**src/eci_pkg.sv**
```systemverilog
package eci_pkg;
	// register byte addresses
	localparam logic [7:0] ADDR_PIN_ENV2      = 8'h00;
	localparam logic [7:0] ADDR_CNT_ENV3      = 8'h04;
	localparam logic [7:0] ADDR_CMP_ENV4      = 8'h08;
	localparam logic [7:0] ADDR_EXT_ERR_STAT  = 8'h0c;
	localparam logic [7:0] ADDR_DEFL_LIMIT    = 8'h10;
	localparam logic [7:0] ADDR_CMP4_LIMIT    = 8'h14;
	localparam logic [7:0] ADDR_EVENT_MASK    = 8'h18;
	localparam logic [7:0] ADDR_EVENT_STATUS  = 8'h1c;
	localparam logic [7:0] ADDR_COMMAND       = 8'h20;
	localparam logic [7:0] ADDR_DEFL_COUNT    = 8'h24;
	localparam logic [7:0] ADDR_GP_COUNT      = 8'h28;
	// field positions
	localparam int ENC_MODE_LSB  = 20;
	localparam int ENC_DIR_BIT   = 22;
	localparam int PIN_FUNC_LSB  = 12;
	localparam int GP_SEL_LSB    = 12;
	localparam int C4_SEL_LSB    = 24;
	localparam int C4_METH_LSB   = 26;
	localparam int IDX_MODE_BIT  = 23;
	localparam int ERR_FLAG_BIT  = 16;
	localparam int EV_C3_BIT     = 10;
	localparam int EV_ERR_BIT    = 16;
	// codes
	localparam logic [7:0] CMD_DEFL_CLEAR = 8'h22;
	localparam logic [1:0] ENC_X1 = 2'h0;
	localparam logic [1:0] ENC_X2 = 2'h1;
	localparam logic [1:0] ENC_X4 = 2'h2;
	localparam logic [1:0] ENC_PULSE = 2'h3;
	localparam logic [1:0] GP_OUT = 2'h0;
	localparam logic [1:0] GP_ENC = 2'h1;
	localparam logic [1:0] GP_MAN = 2'h2;
	localparam logic [1:0] GP_CLK2 = 2'h3;
	localparam logic [1:0] PIN_IDX_LOW  = 2'h2;
	localparam logic [1:0] PIN_IDX_HIGH = 2'h3;
	localparam logic [1:0] C4_SEL_GP = 2'h3;
	localparam logic [3:0] C4_IDX_ANY  = 4'h8;
	localparam logic [3:0] C4_IDX_UP   = 4'h9;
	localparam logic [3:0] C4_IDX_DOWN = 4'ha;
	localparam logic [31:0] RST_ZERO = 32'h0000_0000;
	localparam logic [1:0] IDX_PULSE_CYC = 2'h2;
	typedef struct packed {
		logic a;
		logic b;
	} eci_pair_t;
	typedef struct packed {
		logic up;
		logic dn;
	} eci_step_t;
	typedef enum logic [1:0] {AXI_OKAY = 2'h0, AXI_SLVERR = 2'h2} eci_resp_t;
endpackage : eci_pkg

```
**src/eci_top.sv**
```systemverilog
`timescale 1ns/1ns
// How it works
// - encoder pair decoded by 2-bit mode: 1x, 2x, 4x quadrature, or up/down pulses
// - direction bit picks which phase leading or rising counts up
// - encoder error flag readable in status register, 1 once an error seen
// - both phases changing together outside pulse mode is an error and raises the low interrupt when its enable bit is set
// - deflection counter tracks commanded up pulses minus feedback up steps for out-of-step detect
// - command code 22h clears the deflection counter
// - interrupt when comparator 3 satisfied and its enable bit set
// - index output on shared pin from comparator 4 and general counter
// - in index use the general counter wraps between zero and the limit
// - general counter input: output pulses, encoder, manual pulser, clock/2
// - terminal function 10 drives index low-active, 11 high-active
// - comparator 4 select 11 picks the general counter
// - method 1000 any direction, 1001 up only, 1010 down only
// - level mode holds index while counter equals limit
// - pulse mode gives two clocks of index when counting reaches zero
// - pulse mode gives no index when zero is written or counter reset
// - index mode bit matters only with an index method code
module eci_top #(
	parameter int CW = 32
) (
	input  wire logic        clk,
	input  wire logic        rst_n,
	input  wire logic [7:0]  s_axi_awaddr,
	input  wire logic        s_axi_awvalid,
	output logic             s_axi_awready,
	input  wire logic [31:0] s_axi_wdata,
	input  wire logic [3:0]  s_axi_wstrb,
	input  wire logic        s_axi_wvalid,
	output logic             s_axi_wready,
	output logic [1:0]       s_axi_bresp,
	output logic             s_axi_bvalid,
	input  wire logic        s_axi_bready,
	input  wire logic [7:0]  s_axi_araddr,
	input  wire logic        s_axi_arvalid,
	output logic             s_axi_arready,
	output logic [31:0]      s_axi_rdata,
	output logic [1:0]       s_axi_rresp,
	output logic             s_axi_rvalid,
	input  wire logic        s_axi_rready,
	input  wire logic        encoder_phase_a,
	input  wire logic        encoder_phase_b,
	input  wire logic [1:0]  manual_pulser_inputs,
	input  wire logic        cmd_pulse,
	input  wire logic        cmd_dir_neg,
	output logic             shared_general_compare_pin,
	output logic             irq_n
);
	// ---------------- synchronisers: three stages, change once stages 2 and 3 agree
	logic [3:0] sync1_r, sync2_r, sync3_r, filt_r;
	wire  [3:0] pins_in = {manual_pulser_inputs, encoder_phase_b, encoder_phase_a};
	always_ff @(posedge clk or negedge rst_n) begin
		if (!rst_n) begin
			sync1_r <= 4'h0;
			sync2_r <= 4'h0;
			sync3_r <= 4'h0;
			filt_r  <= 4'h0;
		end else begin
			sync1_r <= pins_in;
			sync2_r <= sync1_r;
			sync3_r <= sync2_r;
			filt_r  <= (sync2_r & sync3_r) | (filt_r & (sync2_r | sync3_r));
		end
	end
	// previous filtered value for edge detection
	logic [3:0] prev_r;
	always_ff @(posedge clk or negedge rst_n) begin
		if (!rst_n) prev_r <= 4'h0;
		else prev_r <= filt_r;
	end

	// ---------------- registers
	logic [31:0] env2_r, env3_r, env4_r, defl_lim_r, c4_lim_r, mask_r, evst_r;
	logic        err_flag_r;
	wire [1:0] enc_mode  = env2_r[eci_pkg::ENC_MODE_LSB +: 2];
	wire       enc_dir   = env2_r[eci_pkg::ENC_DIR_BIT];
	wire [1:0] pin_func  = env2_r[eci_pkg::PIN_FUNC_LSB +: 2];
	wire [1:0] gp_sel    = env3_r[eci_pkg::GP_SEL_LSB +: 2];
	wire [1:0] c4_sel    = env4_r[eci_pkg::C4_SEL_LSB +: 2];
	wire [3:0] c4_meth   = env4_r[eci_pkg::C4_METH_LSB +: 4];
	wire       idx_mode  = env4_r[eci_pkg::IDX_MODE_BIT];

	// ---------------- quadrature / pulse decode
	function automatic eci_pkg::eci_step_t decode(input logic [1:0] mode, input logic dir,
		input eci_pkg::eci_pair_t cur, input eci_pkg::eci_pair_t old);
		eci_pkg::eci_step_t s;
		logic ea_r, ea_f, eb_r, eb_f, fwd, rev;
		s = '0;
		ea_r = cur.a & ~old.a;
		ea_f = ~cur.a & old.a;
		eb_r = cur.b & ~old.b;
		eb_f = ~cur.b & old.b;
		// forward means phase a leads
		fwd = (ea_r & ~cur.b) | (ea_f & cur.b) | (eb_r & cur.a) | (eb_f & ~cur.a);
		rev = (ea_r & cur.b) | (ea_f & ~cur.b) | (eb_r & ~cur.a) | (eb_f & cur.a);
		case (mode)
			eci_pkg::ENC_X4: begin
				s.up = fwd;
				s.dn = rev;
			end
			eci_pkg::ENC_X2: begin
				s.up = fwd & (ea_r | ea_f);
				s.dn = rev & (ea_r | ea_f);
			end
			eci_pkg::ENC_X1: begin
				s.up = fwd & ea_r;
				s.dn = rev & ea_f;
			end
			default: begin
				s.up = ea_r;
				s.dn = eb_r;
			end
		endcase
		if (dir) s = '{up: s.dn, dn: s.up};
		return s;
	endfunction : decode

	wire eci_pkg::eci_pair_t enc_cur = '{a: filt_r[0], b: filt_r[1]};
	wire eci_pkg::eci_pair_t enc_old = '{a: prev_r[0], b: prev_r[1]};
	wire eci_pkg::eci_pair_t man_cur = '{a: filt_r[2], b: filt_r[3]};
	wire eci_pkg::eci_pair_t man_old = '{a: prev_r[2], b: prev_r[3]};
	wire eci_pkg::eci_step_t enc_step = decode(enc_mode, enc_dir, enc_cur, enc_old);
	// an error step still decodes as a count, so the deflection counter can drift after a glitch
	wire eci_pkg::eci_step_t man_step = decode(eci_pkg::ENC_X4, 1'b0, man_cur, man_old);
	// pulse mode has two independent inputs, so a joint change is not an error there
	wire enc_err = (enc_mode != eci_pkg::ENC_PULSE) && (enc_cur.a != enc_old.a) && (enc_cur.b != enc_old.b);

	// commanded pulse edge, same clock domain
	logic cmd_prev_r;
	always_ff @(posedge clk or negedge rst_n) begin
		if (!rst_n) cmd_prev_r <= 1'b0;
		else cmd_prev_r <= cmd_pulse;
	end
	wire cmd_edge = cmd_pulse & ~cmd_prev_r;
	wire eci_pkg::eci_step_t out_step = '{up: cmd_edge & ~cmd_dir_neg, dn: cmd_edge & cmd_dir_neg};

	// ---------------- axi write path
	logic        aw_hold_r, w_hold_r;
	logic [7:0]  awaddr_r;
	logic [31:0] wdata_r;
	logic [3:0]  wstrb_r;
	wire aw_take = s_axi_awvalid & s_axi_awready;
	wire w_take  = s_axi_wvalid & s_axi_wready;
	wire wr_fire = aw_hold_r & w_hold_r & ~s_axi_bvalid;
	function automatic logic [31:0] merge(input logic [31:0] old, input logic [31:0] d, input logic [3:0] st);
		logic [31:0] m;
		m = {{8{st[3]}}, {8{st[2]}}, {8{st[1]}}, {8{st[0]}}};
		return (old & ~m) | (d & m);
	endfunction : merge
	wire wr_env2  = wr_fire && awaddr_r == eci_pkg::ADDR_PIN_ENV2;
	wire wr_env3  = wr_fire && awaddr_r == eci_pkg::ADDR_CNT_ENV3;
	wire wr_env4  = wr_fire && awaddr_r == eci_pkg::ADDR_CMP_ENV4;
	wire wr_dlim  = wr_fire && awaddr_r == eci_pkg::ADDR_DEFL_LIMIT;
	wire wr_c4lim = wr_fire && awaddr_r == eci_pkg::ADDR_CMP4_LIMIT;
	wire wr_mask  = wr_fire && awaddr_r == eci_pkg::ADDR_EVENT_MASK;
	wire wr_evst  = wr_fire && awaddr_r == eci_pkg::ADDR_EVENT_STATUS;
	wire wr_cmd   = wr_fire && awaddr_r == eci_pkg::ADDR_COMMAND && wstrb_r[0];
	wire wr_dcnt  = wr_fire && awaddr_r == eci_pkg::ADDR_DEFL_COUNT;
	wire wr_gcnt  = wr_fire && awaddr_r == eci_pkg::ADDR_GP_COUNT;
	wire wr_ok    = wr_env2 | wr_env3 | wr_env4 | wr_dlim | wr_c4lim | wr_mask | wr_evst |
	                (wr_fire && awaddr_r == eci_pkg::ADDR_COMMAND) | wr_dcnt | wr_gcnt;
	wire defl_clr = wr_cmd && wdata_r[7:0] == eci_pkg::CMD_DEFL_CLEAR;
	always_ff @(posedge clk or negedge rst_n) begin
		if (!rst_n) begin
			aw_hold_r <= 1'b0;
			w_hold_r  <= 1'b0;
			awaddr_r  <= 8'h00;
			wdata_r   <= 32'h0000_0000;
			wstrb_r   <= 4'h0;
			s_axi_bvalid <= 1'b0;
			s_axi_bresp  <= 2'h0;
		end else begin
			if (aw_take) begin
				aw_hold_r <= 1'b1;
				awaddr_r  <= s_axi_awaddr;
			end else if (wr_fire) aw_hold_r <= 1'b0;
			if (w_take) begin
				w_hold_r <= 1'b1;
				wdata_r  <= s_axi_wdata;
				wstrb_r  <= s_axi_wstrb;
			end else if (wr_fire) w_hold_r <= 1'b0;
			if (wr_fire) begin
				s_axi_bvalid <= 1'b1;
				s_axi_bresp  <= wr_ok ? eci_pkg::AXI_OKAY : eci_pkg::AXI_SLVERR;
			end else if (s_axi_bready) s_axi_bvalid <= 1'b0;
		end
	end
	assign s_axi_awready = ~aw_hold_r & ~s_axi_bvalid;
	assign s_axi_wready  = ~w_hold_r & ~s_axi_bvalid;

	always_ff @(posedge clk or negedge rst_n) begin
		if (!rst_n) begin
			env2_r     <= eci_pkg::RST_ZERO;
			env3_r     <= eci_pkg::RST_ZERO;
			env4_r     <= eci_pkg::RST_ZERO;
			defl_lim_r <= eci_pkg::RST_ZERO;
			c4_lim_r   <= eci_pkg::RST_ZERO;
			mask_r     <= eci_pkg::RST_ZERO;
		end else begin
			if (wr_env2) env2_r <= merge(env2_r, wdata_r, wstrb_r);
			if (wr_env3) env3_r <= merge(env3_r, wdata_r, wstrb_r);
			if (wr_env4) env4_r <= merge(env4_r, wdata_r, wstrb_r);
			if (wr_dlim) defl_lim_r <= merge(defl_lim_r, wdata_r, wstrb_r);
			if (wr_c4lim) c4_lim_r <= merge(c4_lim_r, wdata_r, wstrb_r);
			if (wr_mask) mask_r <= merge(mask_r, wdata_r, wstrb_r);
		end
	end

	// ---------------- deflection counter
	logic [CW-1:0] defl_r;
	// commanded up and feedback up cancel, so the counter holds the lag
	wire [CW-1:0] defl_nxt = defl_clr ? '0 : wr_dcnt ? wdata_r[CW-1:0] :
		((out_step.up & ~enc_step.up) ? defl_r + 1'b1 :
		 (~out_step.up & enc_step.up) ? defl_r - 1'b1 : defl_r);
	always_ff @(posedge clk or negedge rst_n) begin
		if (!rst_n) defl_r <= '0;
		else defl_r <= defl_nxt;
	end
	wire [CW-1:0] defl_mag = defl_r[CW-1] ? -defl_r : defl_r;
	wire c3_hit = defl_mag > defl_lim_r[CW-1:0];

	// ---------------- general purpose counter
	logic [CW-1:0] gp_r;
	logic          div2_r;
	always_ff @(posedge clk or negedge rst_n) begin
		if (!rst_n) div2_r <= 1'b0;
		else div2_r <= ~div2_r;
	end
	wire eci_pkg::eci_step_t gp_step =
		(gp_sel == eci_pkg::GP_OUT) ? out_step :
		(gp_sel == eci_pkg::GP_ENC) ? enc_step :
		(gp_sel == eci_pkg::GP_MAN) ? man_step : eci_pkg::eci_step_t'{up: div2_r, dn: 1'b0};
	wire idx_meth = c4_meth == eci_pkg::C4_IDX_ANY || c4_meth == eci_pkg::C4_IDX_UP ||
	                c4_meth == eci_pkg::C4_IDX_DOWN;
	wire idx_on   = idx_meth && c4_sel == eci_pkg::C4_SEL_GP;
	wire [CW-1:0] lim = c4_lim_r[CW-1:0];
	wire gp_inc = gp_step.up & ~gp_step.dn;
	wire gp_dec = gp_step.dn & ~gp_step.up;
	wire [CW-1:0] gp_cnt_nxt =
		gp_inc ? ((idx_on && gp_r == lim) ? '0 : gp_r + 1'b1) :
		gp_dec ? ((idx_on && gp_r == '0) ? lim : gp_r - 1'b1) : gp_r;
	wire [CW-1:0] gp_nxt = wr_gcnt ? wdata_r[CW-1:0] : gp_cnt_nxt;
	logic last_up_r;
	// include this cycle's step, else a one-way method judges the step that lands on the limit by the one before
	wire  last_up_nxt = gp_inc ? 1'b1 : gp_dec ? 1'b0 : last_up_r;
	always_ff @(posedge clk or negedge rst_n) begin
		if (!rst_n) begin
			gp_r      <= '0;
			last_up_r <= 1'b1;
		end else begin
			gp_r <= gp_nxt;
			last_up_r <= last_up_nxt;
		end
	end
	wire dir_ok = (c4_meth == eci_pkg::C4_IDX_ANY) ||
	              (c4_meth == eci_pkg::C4_IDX_UP && last_up_nxt) ||
	              (c4_meth == eci_pkg::C4_IDX_DOWN && !last_up_nxt);
	// counting to zero only; a write of zero never reaches this term
	wire reach_zero = !wr_gcnt && (gp_inc | gp_dec) && gp_cnt_nxt == '0 &&
	                  (c4_meth == eci_pkg::C4_IDX_ANY || (c4_meth == eci_pkg::C4_IDX_UP && gp_inc) ||
	                   (c4_meth == eci_pkg::C4_IDX_DOWN && gp_dec));
	logic [1:0] pulse_cnt_r;
	always_ff @(posedge clk or negedge rst_n) begin
		if (!rst_n) pulse_cnt_r <= 2'h0;
		else if (idx_on && idx_mode && reach_zero) pulse_cnt_r <= eci_pkg::IDX_PULSE_CYC;
		else if (pulse_cnt_r != 2'h0) pulse_cnt_r <= pulse_cnt_r - 2'h1;
	end
	// level mode looks at the next count so the pin lines up with the counter register
	wire idx_level = idx_on && !idx_mode && gp_nxt == lim && dir_ok;
	wire idx_nxt   = idx_level | (idx_on && idx_mode && (reach_zero || pulse_cnt_r == 2'h2));
	wire pin_nxt   = (pin_func == eci_pkg::PIN_IDX_LOW) ? ~idx_nxt :
	                 (pin_func == eci_pkg::PIN_IDX_HIGH) ? idx_nxt : 1'b0;
	logic index_signal_r;
	always_ff @(posedge clk or negedge rst_n) begin
		if (!rst_n) begin
			index_signal_r <= 1'b0;
			shared_general_compare_pin <= 1'b0;
		end else begin
			index_signal_r <= idx_nxt;
			shared_general_compare_pin <= pin_nxt;
		end
	end

	// ---------------- events: set wins over write-one-clear
	wire [31:0] ev_set = ({31'h0, c3_hit} << eci_pkg::EV_C3_BIT) | ({31'h0, enc_err} << eci_pkg::EV_ERR_BIT);
	wire [31:0] ev_clr = wr_evst ? (wdata_r & {{8{wstrb_r[3]}}, {8{wstrb_r[2]}}, {8{wstrb_r[1]}}, {8{wstrb_r[0]}}}) : 32'h0;
	always_ff @(posedge clk or negedge rst_n) begin
		if (!rst_n) begin
			evst_r     <= eci_pkg::RST_ZERO;
			err_flag_r <= 1'b0;
			irq_n      <= 1'b1;
		end else begin
			evst_r <= (evst_r & ~ev_clr) | ev_set;
			if (enc_err) err_flag_r <= 1'b1;
			irq_n  <= ~|(((evst_r & ~ev_clr) | ev_set) & mask_r);
		end
	end

	// ---------------- axi read path
	wire [31:0] rd_mux =
		(s_axi_araddr == eci_pkg::ADDR_EXT_ERR_STAT) ? ({31'h0, err_flag_r} << eci_pkg::ERR_FLAG_BIT) :
		(s_axi_araddr == eci_pkg::ADDR_DEFL_LIMIT)   ? defl_lim_r :
		(s_axi_araddr == eci_pkg::ADDR_CMP4_LIMIT)   ? c4_lim_r :
		(s_axi_araddr == eci_pkg::ADDR_EVENT_MASK)   ? mask_r :
		(s_axi_araddr == eci_pkg::ADDR_EVENT_STATUS) ? evst_r :
		(s_axi_araddr == eci_pkg::ADDR_DEFL_COUNT)   ? 32'(defl_r) :
		(s_axi_araddr == eci_pkg::ADDR_GP_COUNT)     ? 32'(gp_r) : 32'h0;
	wire rd_ok = s_axi_araddr inside {eci_pkg::ADDR_EXT_ERR_STAT, eci_pkg::ADDR_DEFL_LIMIT,
		eci_pkg::ADDR_CMP4_LIMIT, eci_pkg::ADDR_EVENT_MASK, eci_pkg::ADDR_EVENT_STATUS,
		eci_pkg::ADDR_DEFL_COUNT, eci_pkg::ADDR_GP_COUNT};
	wire ar_take = s_axi_arvalid & s_axi_arready;
	always_ff @(posedge clk or negedge rst_n) begin
		if (!rst_n) begin
			s_axi_rvalid <= 1'b0;
			s_axi_rdata  <= 32'h0000_0000;
			s_axi_rresp  <= 2'h0;
		end else if (ar_take) begin
			s_axi_rvalid <= 1'b1;
			s_axi_rdata  <= rd_mux;
			s_axi_rresp  <= rd_ok ? eci_pkg::AXI_OKAY : eci_pkg::AXI_SLVERR;
		end else if (s_axi_rready) s_axi_rvalid <= 1'b0;
	end
	assign s_axi_arready = ~s_axi_rvalid;

	// ---------------- checks
	property p_err_sticky;
		@(posedge clk) disable iff (!rst_n) enc_err |=> err_flag_r;
	endproperty
	a_err_sticky: assert property (p_err_sticky) else $error("error flag not set");
	property p_clr_defl;
		@(posedge clk) disable iff (!rst_n) defl_clr |=> defl_r == '0;
	endproperty
	a_clr_defl: assert property (p_clr_defl) else $error("deflection not cleared");
	property p_irq_err;
		@(posedge clk) disable iff (!rst_n) (enc_err && mask_r[eci_pkg::EV_ERR_BIT]) |=> !irq_n;
	endproperty
	a_irq_err: assert property (p_irq_err) else $error("no interrupt on encoder error");
	property p_irq_c3;
		@(posedge clk) disable iff (!rst_n) (c3_hit && mask_r[eci_pkg::EV_C3_BIT]) |=> !irq_n;
	endproperty
	a_irq_c3: assert property (p_irq_c3) else $error("no interrupt on comparator 3");
	property p_wrap;
		@(posedge clk) disable iff (!rst_n) (idx_on && !wr_gcnt && gp_r <= lim) |=> gp_r <= $past(lim);
	endproperty
	a_wrap: assert property (p_wrap) else $error("general counter left its range");
	property p_level;
		@(posedge clk) disable iff (!rst_n) (idx_on && !idx_mode && c4_meth == eci_pkg::C4_IDX_ANY && gp_nxt == lim)
			|=> index_signal_r;
	endproperty
	a_level: assert property (p_level) else $error("level index missing");
	property p_oneway_up;
		@(posedge clk) disable iff (!rst_n) (idx_on && !idx_mode && c4_meth == eci_pkg::C4_IDX_UP && gp_dec)
			|=> !index_signal_r;
	endproperty
	a_oneway_up: assert property (p_oneway_up) else $error("index while counting down in up-only method");
	property p_pulse2;
		@(posedge clk) disable iff (!rst_n) (idx_on && idx_mode && reach_zero && pulse_cnt_r == 2'h0)
			|=> index_signal_r [*2];
	endproperty
	a_pulse2: assert property (p_pulse2) else $error("index pulse not two cycles");
	property p_nowrite_pulse;
		@(posedge clk) disable iff (!rst_n) (idx_mode && wr_gcnt && pulse_cnt_r == 2'h0 && !index_signal_r)
			|=> !index_signal_r;
	endproperty
	a_nowrite_pulse: assert property (p_nowrite_pulse) else $error("index pulse on write");
	property p_pin_pol;
		@(posedge clk) disable iff (!rst_n) ($past(pin_func) == eci_pkg::PIN_IDX_HIGH && $past(pin_func, 2) == eci_pkg::PIN_IDX_HIGH)
			|-> shared_general_compare_pin == index_signal_r;
	endproperty
	a_pin_pol: assert property (p_pin_pol) else $error("pin polarity wrong");
	c_pulse: cover property (@(posedge clk) disable iff (!rst_n) idx_on && idx_mode && reach_zero);
	c_err: cover property (@(posedge clk) disable iff (!rst_n) enc_err);
	c_clr: cover property (@(posedge clk) disable iff (!rst_n) defl_clr);
	c_wrap_dn: cover property (@(posedge clk) disable iff (!rst_n) idx_on && gp_dec && gp_r == '0);
endmodule : eci_top

```
**config.mk**
```make
export PLATFORM = sky130hd
export DESIGN_NAME = eci_top
export DESIGN_NICKNAME = d
export VERILOG_FILES = /design/src/eci_pkg.sv /design/src/eci_top.sv
export SDC_FILE = /design/constraint.sdc
export NUM_CORES = 1
export LEC_CHECK = 0
export ABC_AREA = 0
export BUFFER_PORTS_ARGS = -buffer_cell sky130_fd_sc_hd__clkbuf_2
export CORE_MARGIN = 8
export CORE_UTILIZATION = 30
export DETAILED_ROUTE_END_ITERATION = 8
export PLACE_DENSITY = 0.51
export SLEW_MARGIN = 20
export SYNTH_ARGS = -nofsm -noshare
export SYNTH_HDL_FRONTEND = slang
export SYNTH_SLANG_ARGS = --single-unit
```
**constraint.sdc**
```tcl
create_clock -name clk -period 12.1 [get_ports clk]
set_clock_uncertainty 0.2 [all_clocks]
set_input_delay 1.21 -clock clk [delete_from_list [all_inputs] [get_ports clk]]
set_output_delay 1.21 -clock clk [all_outputs]
set_load 0.02 [all_outputs]
```
# Word-level counts from Yosys, hierarchy flattened
# Cells that the tools add are included.
[classes]
add_sub_neg = 6
magnitude_cmp = 1
eq_ne = 33
muxes = 38
n_bitwise = 109
n_reduce_logical = 55
[op_table]
columns = ["operator", "n"]
rows = [
  ["$mux 32", 18],
  ["$and 32x32->32", 9],
  ["$or 32x32->32", 6],
  ["$add 32x1->32 const B", 2],
  ["$eq 32x32->1", 2],
  ["$eq 8x5->1 const B", 8],
  ["$logic_not 32->1", 2],
  ["$not 32->32", 2],
  ["$sub 32x1->32 const B", 2],
  ["$eq 8x6->1 const B", 6],
  ["$and 1x1->1", 42],
  ["$gt 32x32->1", 1],
  ["$neg 32->32", 1],
  ["$or 32x17->32", 1],
  ["$reduce_or 32->1", 1],
  ["$logic_and 1x1->1", 30],
  ["$or 1x1->1", 24],
  ["$not 1->1", 20],
  ["$or 11x17->17", 1],
  ["$eq 8x4->1 const B", 2],
  ["$mux 2", 8],
  ["$eq 2x2->1 const B", 6],
  ["$eq 4x4->1 const B", 3],
  ["$reduce_bool 2->1", 6],
  ["other kinds (15)", 39],
]
[totals]
ff_bits = 400
in_bits = 65
out_inout_bits = 43
elab_cells = 273

# Logic depth before layout (Yosys ltp)
# Gate-level depths: netlist (run 1).
[logic_depth]
depth_word = 23
depth_mapped = 25
depth_no_buf = 24

# Least setup slack after synthesis (run 1)
# Ideal clock, no wire load.
[synth_path]
path_type = "reg-to-reg"
start = "register filt_r[1]"
end = "register defl_r[30]"
setup_time_ns = 0.124
t_arrival_ns = 5.312
t_required_ns = 11.776
slack_ns = 6.464
stages_incl_launch_ff = 24
n_path_buf = 0
synth_period_minus_slack_ns = 5.636
path_cell_list = "dfrtp_1 > inv_1 > ha_1 > mux2_2 > a211oi_1 > o21ai_0 > nand2_1 > o21ai_0 > mux2i_1 > ha_1 > inv_1 > ha_1 > and3_1 > and3_1 > o211ai_1 > nand2_1 > o22ai_1 > o41ai_1 > or4_1 > and3_1 > a2111oi_0 > o21ai_0 > xnor2_1 > o21ai_1"
[synth_via]
elab_chain_len = 13
elab_cells_between_ends = 30
cone_classes = "mux (5); bitwise (24); reduce/logical (1)"
[synth_lines]
columns = ["item", "line", "rtl"]
rows = [
  ["start: declaration", "eci_top.sv:51", "logic [3:0] sync1_r, sync2_r, sync3_r, filt_r;"],
  ["start signal: assignment", "eci_top.sv:63", "filt_r <= (sync2_r & sync3_r) | (filt_r & (sync2_r | sync3_r));"],
  ["$not 1->1", "eci_top.sv:93, eci_top.sv:95, eci_top.sv:96", ""],
  ["$and 1x1->1, on equally long branches", "eci_top.sv:95, eci_top.sv:96", ""],
  ["$or 1x1->1, on equally long branches (3 in series)", "eci_top.sv:95, eci_top.sv:96", ""],
  ["$and 1x1->1, on equally long branches", "-", ""],
  ["$pmux 2 s3 (*)", "eci_top.sv:97", "case (mode)"],
  ["$mux 2 (*)", "eci_top.sv:115", "if (dir) s = '{up: s.dn, dn: s.up};"],
  ["$not 1->1", "eci_top.sv:214", "((out_step.up & ~enc_step.up) ? defl_r + 1'b1 :"],
  ["$and 1x1->1", "eci_top.sv:214", ""],
  ["$mux 32", "eci_top.sv:214", ""],
  ["$mux 32 (2 in series)", "eci_top.sv:213", "wire [CW-1:0] defl_nxt = defl_clr ? '0 : wr_dcnt ? wdata_r[CW-1:0] :"],
  ["end signal: assignment", "eci_top.sv:218", "else defl_r <= defl_nxt;"],
  ["end: declaration", "eci_top.sv:211", "logic [CW-1:0] defl_r;"],
]
# Every way passes the cells marked *; elsewhere a longest branch is shown, timed or not.
# A chain may end at the register's enable or synchronous reset.

# Worst setup path after layout (run 1)
# Ends and elaborated chain as after synthesis.

==> flow_metrics.tcl, run 1 <==
set metrics [dict create \
    outcome "finished clean" \
    finalHoldViolations 0 \
    synth_cell_types 96 \
    min_from "sync1_r[3]" \
    reg2reg_slack_ps 5220 \
    cts_tree "done" \
    avgSynthCellArea_um2 8.94 \
    drc 0 \
    hold_path_depth 0 \
    synthArstFlopShare_pct 100 \
    hold_class "flip-flop to flip-flop" \
    via_per_inst 5.86 \
    r2r_cells 23 \
    cts.repair.resized 0 \
    fp.dieH_um 281 \
    synth_edf_count 0 \
    worst_setup_path_end_kind "flip-flop" \
    worst_ep_required_time_ps 12350 \
    hold_end "sync2_r[3]" \
    rows 97 \
    timing.fmax_ghz 0.145 \
    seqCellArea_um2 7910 \
    fin_tns_setup_ps 0 \
    io_pins 108 \
    p_per_area_nw_per_um2 221 \
    coreArea_um2 69800 \
    synth_flop_cell "dfrtp_1" \
    r2r-end "defl_r[30]" \
    htreeDepth 2 \
    overflow 0 \
    multi_input_area_um2 12200 \
    period_share_pct 56.9 \
    wl_um 96800 \
    drtIter0Drc 2042 \
    fin_crit_ps 6880 \
    clkTransAtPathRegs_ps 60 \
    wl_per_cell_um 28.6 \
    ctsHoldBuffers 0 \
    fill_cells 7196 \
    ys_seq_area_share_pct 37.6 \
    cts_sinks 316 \
    cts_root_buf "clkbuf_16" \
    design.die.area_um2 78900 \
    syn-cell-area_um2 21100 \
    tightestPinTransition_ps 1090 \
    antenna_left 0 \
    irDropWorstVdd_v 0.000133 \
    cp-start-kind "flip-flop" \
    crit_arrival_ps 7130 \
    placedCellCount 3302 \
    r2r_start "filt_r[1]" \
    cts_buffers 41 \
    clockBufferDepth 3 \
    finalPower_mw 5.32 \
    p_leak_nw 10.2 \
    vias 19800 \
    chipWidth_um 281 \
    grt_setup_unrepaired "false" \
    port_buffers 105 \
    slew_violations 0 \
    grt_start_max_net_pins 166 \
    post_cts_buffers 0 \
    grt_pass1_vias 19100 \
    final_cell_count_no_fill 3378 \
    synth_seq_cells 316 \
    hpwl_um 72900 \
    critPathKind "flip-flop to flip-flop" \
    grt_usage_pct 23.8 \
    clk_latency_ps 580 \
    setup_viol 0 \
    initial_utilization_pct 30.2 \
    drive_above_1_share_pct 17.7 \
    grt_first_pass_wirelength_um 139000 \
    final_nets 2546 \
    area_growth_pct 14.2 \
    drv_cap 0 \
    antenna_found_initial 8 \
    synth_cells 2355 \
    worstPathMaxFanout 30 \
    place.gp.congestion 0.963 \
    synth_warnings 0 \
    relSlewSlack_pct 26.5 \
    dr.pass1.iters 8 \
]
-- synthesized netlist by cell type, types with 10 or more instances --
cell type  number  share of area, %
a21oi_1       127               3.0
o311ai_0       10              0.42
nand2b_1       17              0.50
xor2_1         80               3.3
buf_1          12              0.21
a21boi_0       30               1.1
a221oi_1       11              0.46
nand3_1        48               1.1
inv_1          76               1.4
nor2_1        151               2.7
o21a_1         22              0.78
mux2i_1        20              0.95
and2_1         11              0.33
a31oi_1        16              0.48
or3_1          16              0.48
a211oi_1       17              0.61
a22oi_1        19              0.68
nor3_1         90               2.1
clkbuf_1      131               2.3
ha_1           75               4.5
o211ai_1       22              0.78
mux2_2        146               7.8
xnor2_1        69               2.9
nor4_1         41               1.2
or4_1          19              0.68
o31ai_1        22              0.78
a21o_1         31               1.1
buf_2          14              0.33
and3_1         25              0.74
nor2b_1        15              0.45
a211o_1        10              0.42
nand4_1        44               1.3
o221ai_1       20              0.83
o21ai_0       151               3.6
nand2_1       249               4.4
nor3b_1        30               1.1
dfrtp_1       314                37
-- power breakdown --
part           internal (mW)  switching, mW  total (mW)
Combinational          0.938           1.36        2.30
Sequential              1.27          0.491        1.77
Clock                  0.736          0.522        1.26
-- critical path, stage by stage (launching register included) --
cell and delay [ps]:
dfrtp_1 440, inv_1 100, ha_1 230, mux2_2 270, a211oi_1 260, o21ai_0 110, nand2_1 70, o21ai_0 90
mux2i_1 230, ha_2 410, inv_1 560, ha_1 560, nor2b_1 170, o21a_1 210, o211ai_1 170, nand2_1 90
o22ai_1 460, o41ai_1 230, or4_1 470, and3_1 170, a2111oi_0 740, o21ai_0 260, xnor2_1 180, o21ai_1 70
-- stage by stage --
| stage | worst slack, ps | area, µm² | hold slack, ps | utilization (%) |
|---|---|---|---|---|
| 2_1_floorplan | 6460 | 21100 | 131 | - |
| 3_3_place_gp | 5390 | 22700 | 139 | 32.5 |
| 3_5_place_dp | 5280 | 22700 | 139 | 32.5 |
| 4_1_cts | 5240 | 24000 | 152 | 34.4 |
| 5_1_grt | 4680 | 24000 | 153 | 34.4 |
| 6_report | 5220 | 24000 | 148 | 34.5 |
-- placed cells by master, fill, tap and decap left out, types with 40 or more instances in the layout --
master / synthesis / final
nor4_1: 41 / 40
nand4_1: 44 / 44
xor2_1: 80 / 80
mux2_2: 146 / 146
dfrtp_1: 314 / 314
o21ai_0: 151 / 150
buf_4: 7 / 67
clkbuf_2: 1 / 103
clkbuf_16: 0 / 42
nand2_1: 249 / 247
xnor2_1: 69 / 69
inv_1: 76 / 76
nand3_1: 48 / 47
ha_1: 75 / 74
a21oi_1: 127 / 127
nor3_1: 90 / 88
nor2_1: 151 / 150
-- how the worst max path moves through the flow --
stage               from         end  slack (ps)  cells after the start
2_1_floorplan  filt_r[1]  defl_r[30]        6460                     23
3_3_place_gp   cmd_pulse  defl_r[30]        5390                     17
3_5_place_dp   cmd_pulse  defl_r[30]        5280                     17
4_1_cts        filt_r[1]  defl_r[30]        5240                     23
5_1_grt        filt_r[1]  defl_r[30]        4680                     23
6_report       filt_r[1]  defl_r[30]        5220                     23
-- cell type report --
| class | instances | area share, % |
|---|---|---|
| well taps | 940 | 4.89 |
| clock inverters | 19 | 0.900 |
| multi-input cells | 1796 | 50.9 |
| diodes | 2 | 0.0208 |
| clock buffers | 55 | 4.78 |
| inverters | 77 | 1.20 |
| flip-flops and latches | 316 | 32.9 |
| repair buffers | 173 | 4.40 |
-- per-layer routing --
layer / vias up / track usage [%] / part of all wire (%)
met5: - / 0 / 0.031
met4: 4 / 8.44 / 4.0
met3: 203 / 4.46 / 7.9
met2: 952 / 36.9 / 44
met1: 9936 / 33.0 / 44
li1: 8709 / - / -
-- logic make-up after synthesis --
| family | Yosys count | share of synthesized area [%] |
|---|---|---|
| AND/OR/NAND/NOR | 800 | 19.0 |
| AO/OA/AOI/OAI | 596 | 18.8 |
| flip-flops | 316 | 37.6 |
| buffers and inverters | 244 | 4.63 |
| multiplexers | 169 | 9.08 |
| XOR/XNOR | 149 | 6.20 |
| adder cells (fa/ha/maj) | 80 | 4.74 |
| other | 1 | 0.0178 |
(Power assumes the default switching activity.)
==> run 2, diff against run 1 <==
- PLACE_DENSITY: 0.51 -> 0.52
- clock period: 12.1 -> 5.72 ns (I/O delays scaled with it)
==> run 2 against run 1 <==
Against the previous run:
- die area stayed put
- wire length is 14% higher
- utilization is 2.6 points higher
- non-clock buffer count is 188 higher
- cell count is 5.4% higher
- final area is 7.6% higher
- total power is 130% higher
- via count is 5.6% higher
- maximum frequency is 24% higher
- global-route usage is 3.5 points higher
- largest cell class unchanged
- largest power group unchanged
==> flow_metrics.tcl, run 2 (same netlist as run 1, synthesis figures left out) <==
set metrics [dict create \
    drtIter0Drc 2256 \
    grt_pass1_vias 20800 \
    hpwl_um 85600 \
    m1WireLength_um 47900 \
    final_cell_count_no_fill 3561 \
    irDropWorstVdd_v 0.000324 \
    dr.pass1.iters 8 \
    reg2reg_slack_ps 180 \
    antenna_cells 0 \
    design.die.area_um2 78900 \
    clkTransAtPathRegs_ps 60 \
    overflow 0 \
    via_per_inst 5.87 \
    p_leak_nw 11.2 \
    clockBufferDepth 3 \
    slew_violations 0 \
    min_from "s_axi_wstrb[1]" \
    tightestPinTransition_ps 1200 \
    grt_setup_unrepaired "true" \
    cts_buffers 41 \
    cp-start-kind "flip-flop" \
    layout_commonest_cell "dfrtp_1" \
    route.met2.wl_um 49100 \
    routed.top_layer "met5" \
    vias 20900 \
    fp.dieH_um 281 \
    coreArea_um2 69800 \
    cts_root_buf "clkbuf_16" \
    drive_above_1_share_pct 24.9 \
    period_share_pct 96.9 \
    outcome "finished clean" \
    area_growth_pct 22.8 \
    antenna_found_initial 9 \
    timing.fmax_ghz 0.180 \
    clk_latency_ps 590 \
    cts_tree "done" \
    path_buf_inv 6 \
    crit_arrival_ps 5800 \
    fin_tns_setup_ps 0 \
    htreeDepth 2 \
    relSlewSlack_pct 19.1 \
    antenna_left 0 \
    place_area_um2 24000 \
    wl_per_cell_um 30.9 \
    cpPeakStageDelay_ps 550 \
    r2r-end "shared_general_compare_pin" \
    critPathKind "flip-flop to flip-flop" \
    io_pins 108 \
    final_nets 2734 \
    drc 0 \
    rows 97 \
    final_cell_mix "dfrtp_1 (314), nand2_1 (246), buf_4 (238)" \
    setup_viol 0 \
    worst_ep_required_time_ps 5980 \
    cts_sinks 316 \
    hold_class "input port to flip-flop" \
    finalHoldViolations 0 \
    dr_wl_met3_um 8020 \
    chipWidth_um 281 \
    slowest_stage "nor4_1" \
    r2r_cells 25 \
    grt_first_pass_wirelength_um 157000 \
    r2r_start "filt_r[1]" \
    initial_utilization_pct 30.2 \
    fin_crit_ps 5540 \
    drv_cap 0 \
    grt_usage_pct 27.3 \
    design_area_um2 25900 \
    cp_top_family "compound AO/OA/AOI/OAI gates" \
    worstPathMaxFanout 17 \
    fin_util_pct 37.1 \
    hold_path_depth 2 \
    grt_start_max_net_pins 132 \
    worst_setup_path_end_kind "flip-flop" \
    placedCellCount 3471 \
    port_buffers 105 \
    place.gp.congestion 1.01 \
    p_per_area_nw_per_um2 469 \
    wl_um 110000 \
    hold_end "wstrb_r[1]" \
]
==> run 2: cell count changes in the layout (fill, tap and decap cells not counted), moves of 5 or more <==
cell,delta
dlygate4sd3_1,+9
ha_1,-7
ha_4,+5
buf_12,+5
buf_4,+171
o21ai_0,-5
==> run 2: metrics by stage <==
stage               power (mW)  hold WS [ps]  setup slack [ps]
CTS                       11.9          1.50              24.6
floorplan                 6.53          76.4              84.3
global route              12.7          16.8             -98.0
finish                    12.1          23.5               178
global placement          9.04           134              -609
detailed placement        9.09           136              -751
==> run 2: worst max path at each step <==
stage          startpoint  depth (start not counted)                    endpoint  slack [ps]
2_1_floorplan   filt_r[1]                         23                  defl_r[30]          80
3_3_place_gp    filt_r[1]                         23  shared_general_compare_pin        -610
3_5_place_dp    filt_r[1]                         24  shared_general_compare_pin        -750
4_1_cts         filt_r[1]                         26                  defl_r[26]          20
5_1_grt         filt_r[1]                         26                  defl_r[26]        -100
6_report        filt_r[1]                         25  shared_general_compare_pin         180
==> run 2: cell type report <==
| class | instances | area [µm²] |
|---|---|---|
| clock buffers | 56 | 1190 |
| multi-input cells | 1796 | 12500 |
| well taps | 940 | 1180 |
| inverters | 77 | 297 |
| fillers | 7145 | 43900 |
| clock inverters | 15 | 184 |
| repair buffers | 361 | 2570 |
| flip-flops and latches | 316 | 7910 |
==> run 2: timing repair <==
action                                  CTS  global route
endpoints found under the setup margin    9            11
hold endpoints to repair                 73             0
pin swaps                                 2            14
setup buffers                             3             7
resized for setup                        20            42
gates cloned                              0             0
hold buffers                              9             0
==> run 2: worst register-to-register path: stages (launching register included) <==
cell and delay, ps:
dfrtp_1 400, ha_2 210, mux2_4 290, a211oi_4 240
o21ai_1 110, nand2_1 90, o21ai_2 70, mux2i_2 170
inv_1 50, mux4_2 470, inv_1 70, ha_1 190
buf_4 260, buf_4 310, nand2_1 110, o311ai_0 310
o21ai_0 150, a21oi_1 160, buf_4 150, nand2_1 140
nor4_1 550, buf_4 200, nand4_1 110, nand2_1 160
a21oi_1 100, mux2i_1 150
==> run 2: where the power goes <==
group          switching, mW  total, mW  internal (mW)  leakage [nW]
clock                   1.10       2.70           1.60         0.687
sequential             0.984       3.68           2.70          4.11
combinational           3.32       5.73           2.41          6.41
total                   5.41       12.1           6.71          11.2
==> run 2: routing by layer <==
layer / track usage, % / up-vias
li1: - / 9050
met1: 36.9 / 10600
met2: 43.3 / 994
met3: 4.42 / 245
met4: 10.9 / 2
met5: 0 / -
==> run 3, diff against run 2 <==
- CORE_UTILIZATION: 30 -> 39
- PLACE_DENSITY: 0.52 -> 0.63
==> run 3 against run 2 <==
Against the previous run:
- clock power shrank 3%
- maximum frequency shrank 0.90%
- non-clock buffer count shrank 50
- count of clock-buffer cells in the layout shrank 5
- sequential share of layout area grew 1.0 points
- setup slack lost 50 ps
- first-iteration DRC count grew 16%
- final area shrank 3.2%
- combinational power shrank 4.7%
- sequential cell count is the same
- largest cell class unchanged
==> flow_metrics.tcl, run 3 (same netlist as run 1, synthesis figures left out) <==
set metrics [dict create \
    outcome "finished clean" \
    hold_path_depth 3 \
    min_from "s_axi_wdata[29]" \
    finalHoldViolations 0 \
    r2r_start "filt_r[1]" \
    design_area_um2 25000 \
    clkTransAtPathRegs_ps 60 \
    grt_usage_pct 33.0 \
    io_pins 108 \
    overflow 0 \
    fp.dieH_um 248 \
    grt_pass1_vias 20300 \
    cp_top_family "compound AO/OA/AOI/OAI gates" \
    wl_um 103000 \
    design.die.area_um2 61700 \
    p_per_area_nw_per_um2 470 \
    setup_viol 0 \
    clk_latency_ps 580 \
    p_leak_nw 10.9 \
    worstPathMaxFanout 8 \
    chipWidth_um 248 \
    antenna_left 0 \
    drtIter0Drc 2612 \
    hpwl_um 78900 \
    coreArea_um2 53600 \
    period_share_pct 97.8 \
    cts_root_buf "clkbuf_16" \
    irDropWorstVdd_v 0.000315 \
    slowest_stage "mux4_2" \
    fin_tns_setup_ps 0 \
    place.gp.congestion 1.02 \
    htreeDepth 2 \
    slew_violations 0 \
    via_per_inst 6.36 \
    placedCellCount 3177 \
    worst_setup_path_end_kind "flip-flop" \
    worst_ep_required_time_ps 5970 \
    port_buffers 105 \
    crit_arrival_ps 5840 \
    final_cell_count_no_fill 3265 \
    antenna_found_initial 9 \
    cp-start-kind "flip-flop" \
    final_nets 2683 \
    layout_commonest_cell "dfrtp_1" \
    wl_per_cell_um 31.4 \
    cpPeakStageDelay_ps 480 \
    dr.pass1.iters 7 \
    initial_utilization_pct 39.3 \
    power_frac_seq_pct 31.3 \
    swShare_pct 44.6 \
    final_cell_mix "dfrtp_1 (314), nand2_1 (246), buf_4 (189)" \
    r2r-end "shared_general_compare_pin" \
    clockBufferDepth 3 \
    rows 85 \
    switchingPower_mw 5.24 \
    area_growth_pct 18.8 \
    power_frac_clock_pct 22.2 \
    critPathKind "flip-flop to flip-flop" \
    drc 0 \
    r2r_cells 26 \
    fin_crit_ps 5590 \
    p_int_mw 6.52 \
    grt_start_max_net_pins 116 \
    hold_class "input port to flip-flop" \
    relSlewSlack_pct 20.6 \
    p_comb_share_pct 46.4 \
    place_area_um2 23300 \
    reg2reg_slack_ps 130 \
    vias 20800 \
    hold_end "wdata_r[29]" \
    timing.fmax_ghz 0.179 \
    tightestPinTransition_ps 1190 \
    path_buf_inv 8 \
    cts_tree "done" \
    grt_first_pass_wirelength_um 147000 \
    cts_sinks 316 \
    cts_buffers 40 \
    drive_above_1_share_pct 22.9 \
    drv_cap 0 \
    timing.critical_path.mode_cell "buf_4" \
]
==> run 3: worst max path at each step <==
stage,from,endpoint,slack (ps),cells after the start
6_report,filt_r[1],shared_general_compare_pin,130,26
5_1_grt,filt_r[1],defl_r[26],-90,26
4_1_cts,filt_r[1],defl_r[31],30,24
3_5_place_dp,filt_r[1],defl_r[31],-240,24
3_3_place_gp,filt_r[1],shared_general_compare_pin,-110,27
2_1_floorplan,filt_r[1],defl_r[30],80,23
==> run 3: power groups by stage <==
stage	registers [mW]	clock network (mW)	logic, mW
2_1_floorplan	3.13	0	3.40
3_3_place_gp	3.67	0	5.08
3_5_place_dp	3.68	0	5.15
4_1_cts	3.64	2.67	5.21
5_1_grt	3.71	2.74	5.89
6_report	3.69	2.61	5.46
==> run 3: cell type report <==
cell class,count,area (µm²)
Clock buffer,51,1110
Clock inverter,17,213
Antenna cell,1,2.50
Inverter,77,293
Tap cell,696,871
Fill cell,5259,28600
Timing Repair Buffer,311,2180
Sequential cell,316,7910
Multi-Input combinational cell,1796,12400
==> run 3: repair_timing <==
action                                 4_1_cts  5_1_grt
endpoints found under the hold margin       99        0
pin swaps                                    1       18
setup endpoints to repair                    7       15
resized for setup                           13       38
hold buffers                                 9        0
setup buffers                                2        7
==> run 3: through the flow <==
| stage | power, mW | util, % | setup slack, ps | hold slack [ps] |
|---|---|---|---|---|
| floorplan | 6.53 | - | 84.3 | 76.4 |
| global placement | 8.75 | 43.5 | -113 | 134 |
| detailed placement | 8.83 | 43.5 | -237 | 136 |
| CTS | 11.5 | 46.2 | 27.9 | 0.989 |
| global route | 12.3 | 46.7 | -92.7 | 31.0 |
| finish | 11.8 | 46.7 | 128 | 23.1 |
==> run 3: worst reg2reg max path: stages (launching register included) <==
cell,delay [ps]
dfrtp_1,400
inv_2,60
ha_1,200
mux2_2,280
a211oi_2,230
o21ai_1,90
nand2_1,70
o21ai_1,80
mux2i_1,230
buf_4,150
inv_1,30
mux4_2,480
inv_1,80
ha_1,180
buf_4,150
clkinv_1,120
buf_6,180
nor2_2,290
buf_4,220
o31ai_1,80
a21oi_1,210
nor2_1,100
a211oi_1,420
o22ai_1,300
nor4b_4,410
a21oi_2,110
mux2i_1,130
==> run 3: layer usage <==
layer | vias up | wire length [µm] | GRT usage (%)
met3 | 275 | 10900 | 7.63
met4 | 4 | 5380 | 15.2
met2 | 1202 | 42700 | 48.5
met5 | - | 32 | 0
met1 | 10300 | 43700 | 45.6
li1 | 8979 | - | -
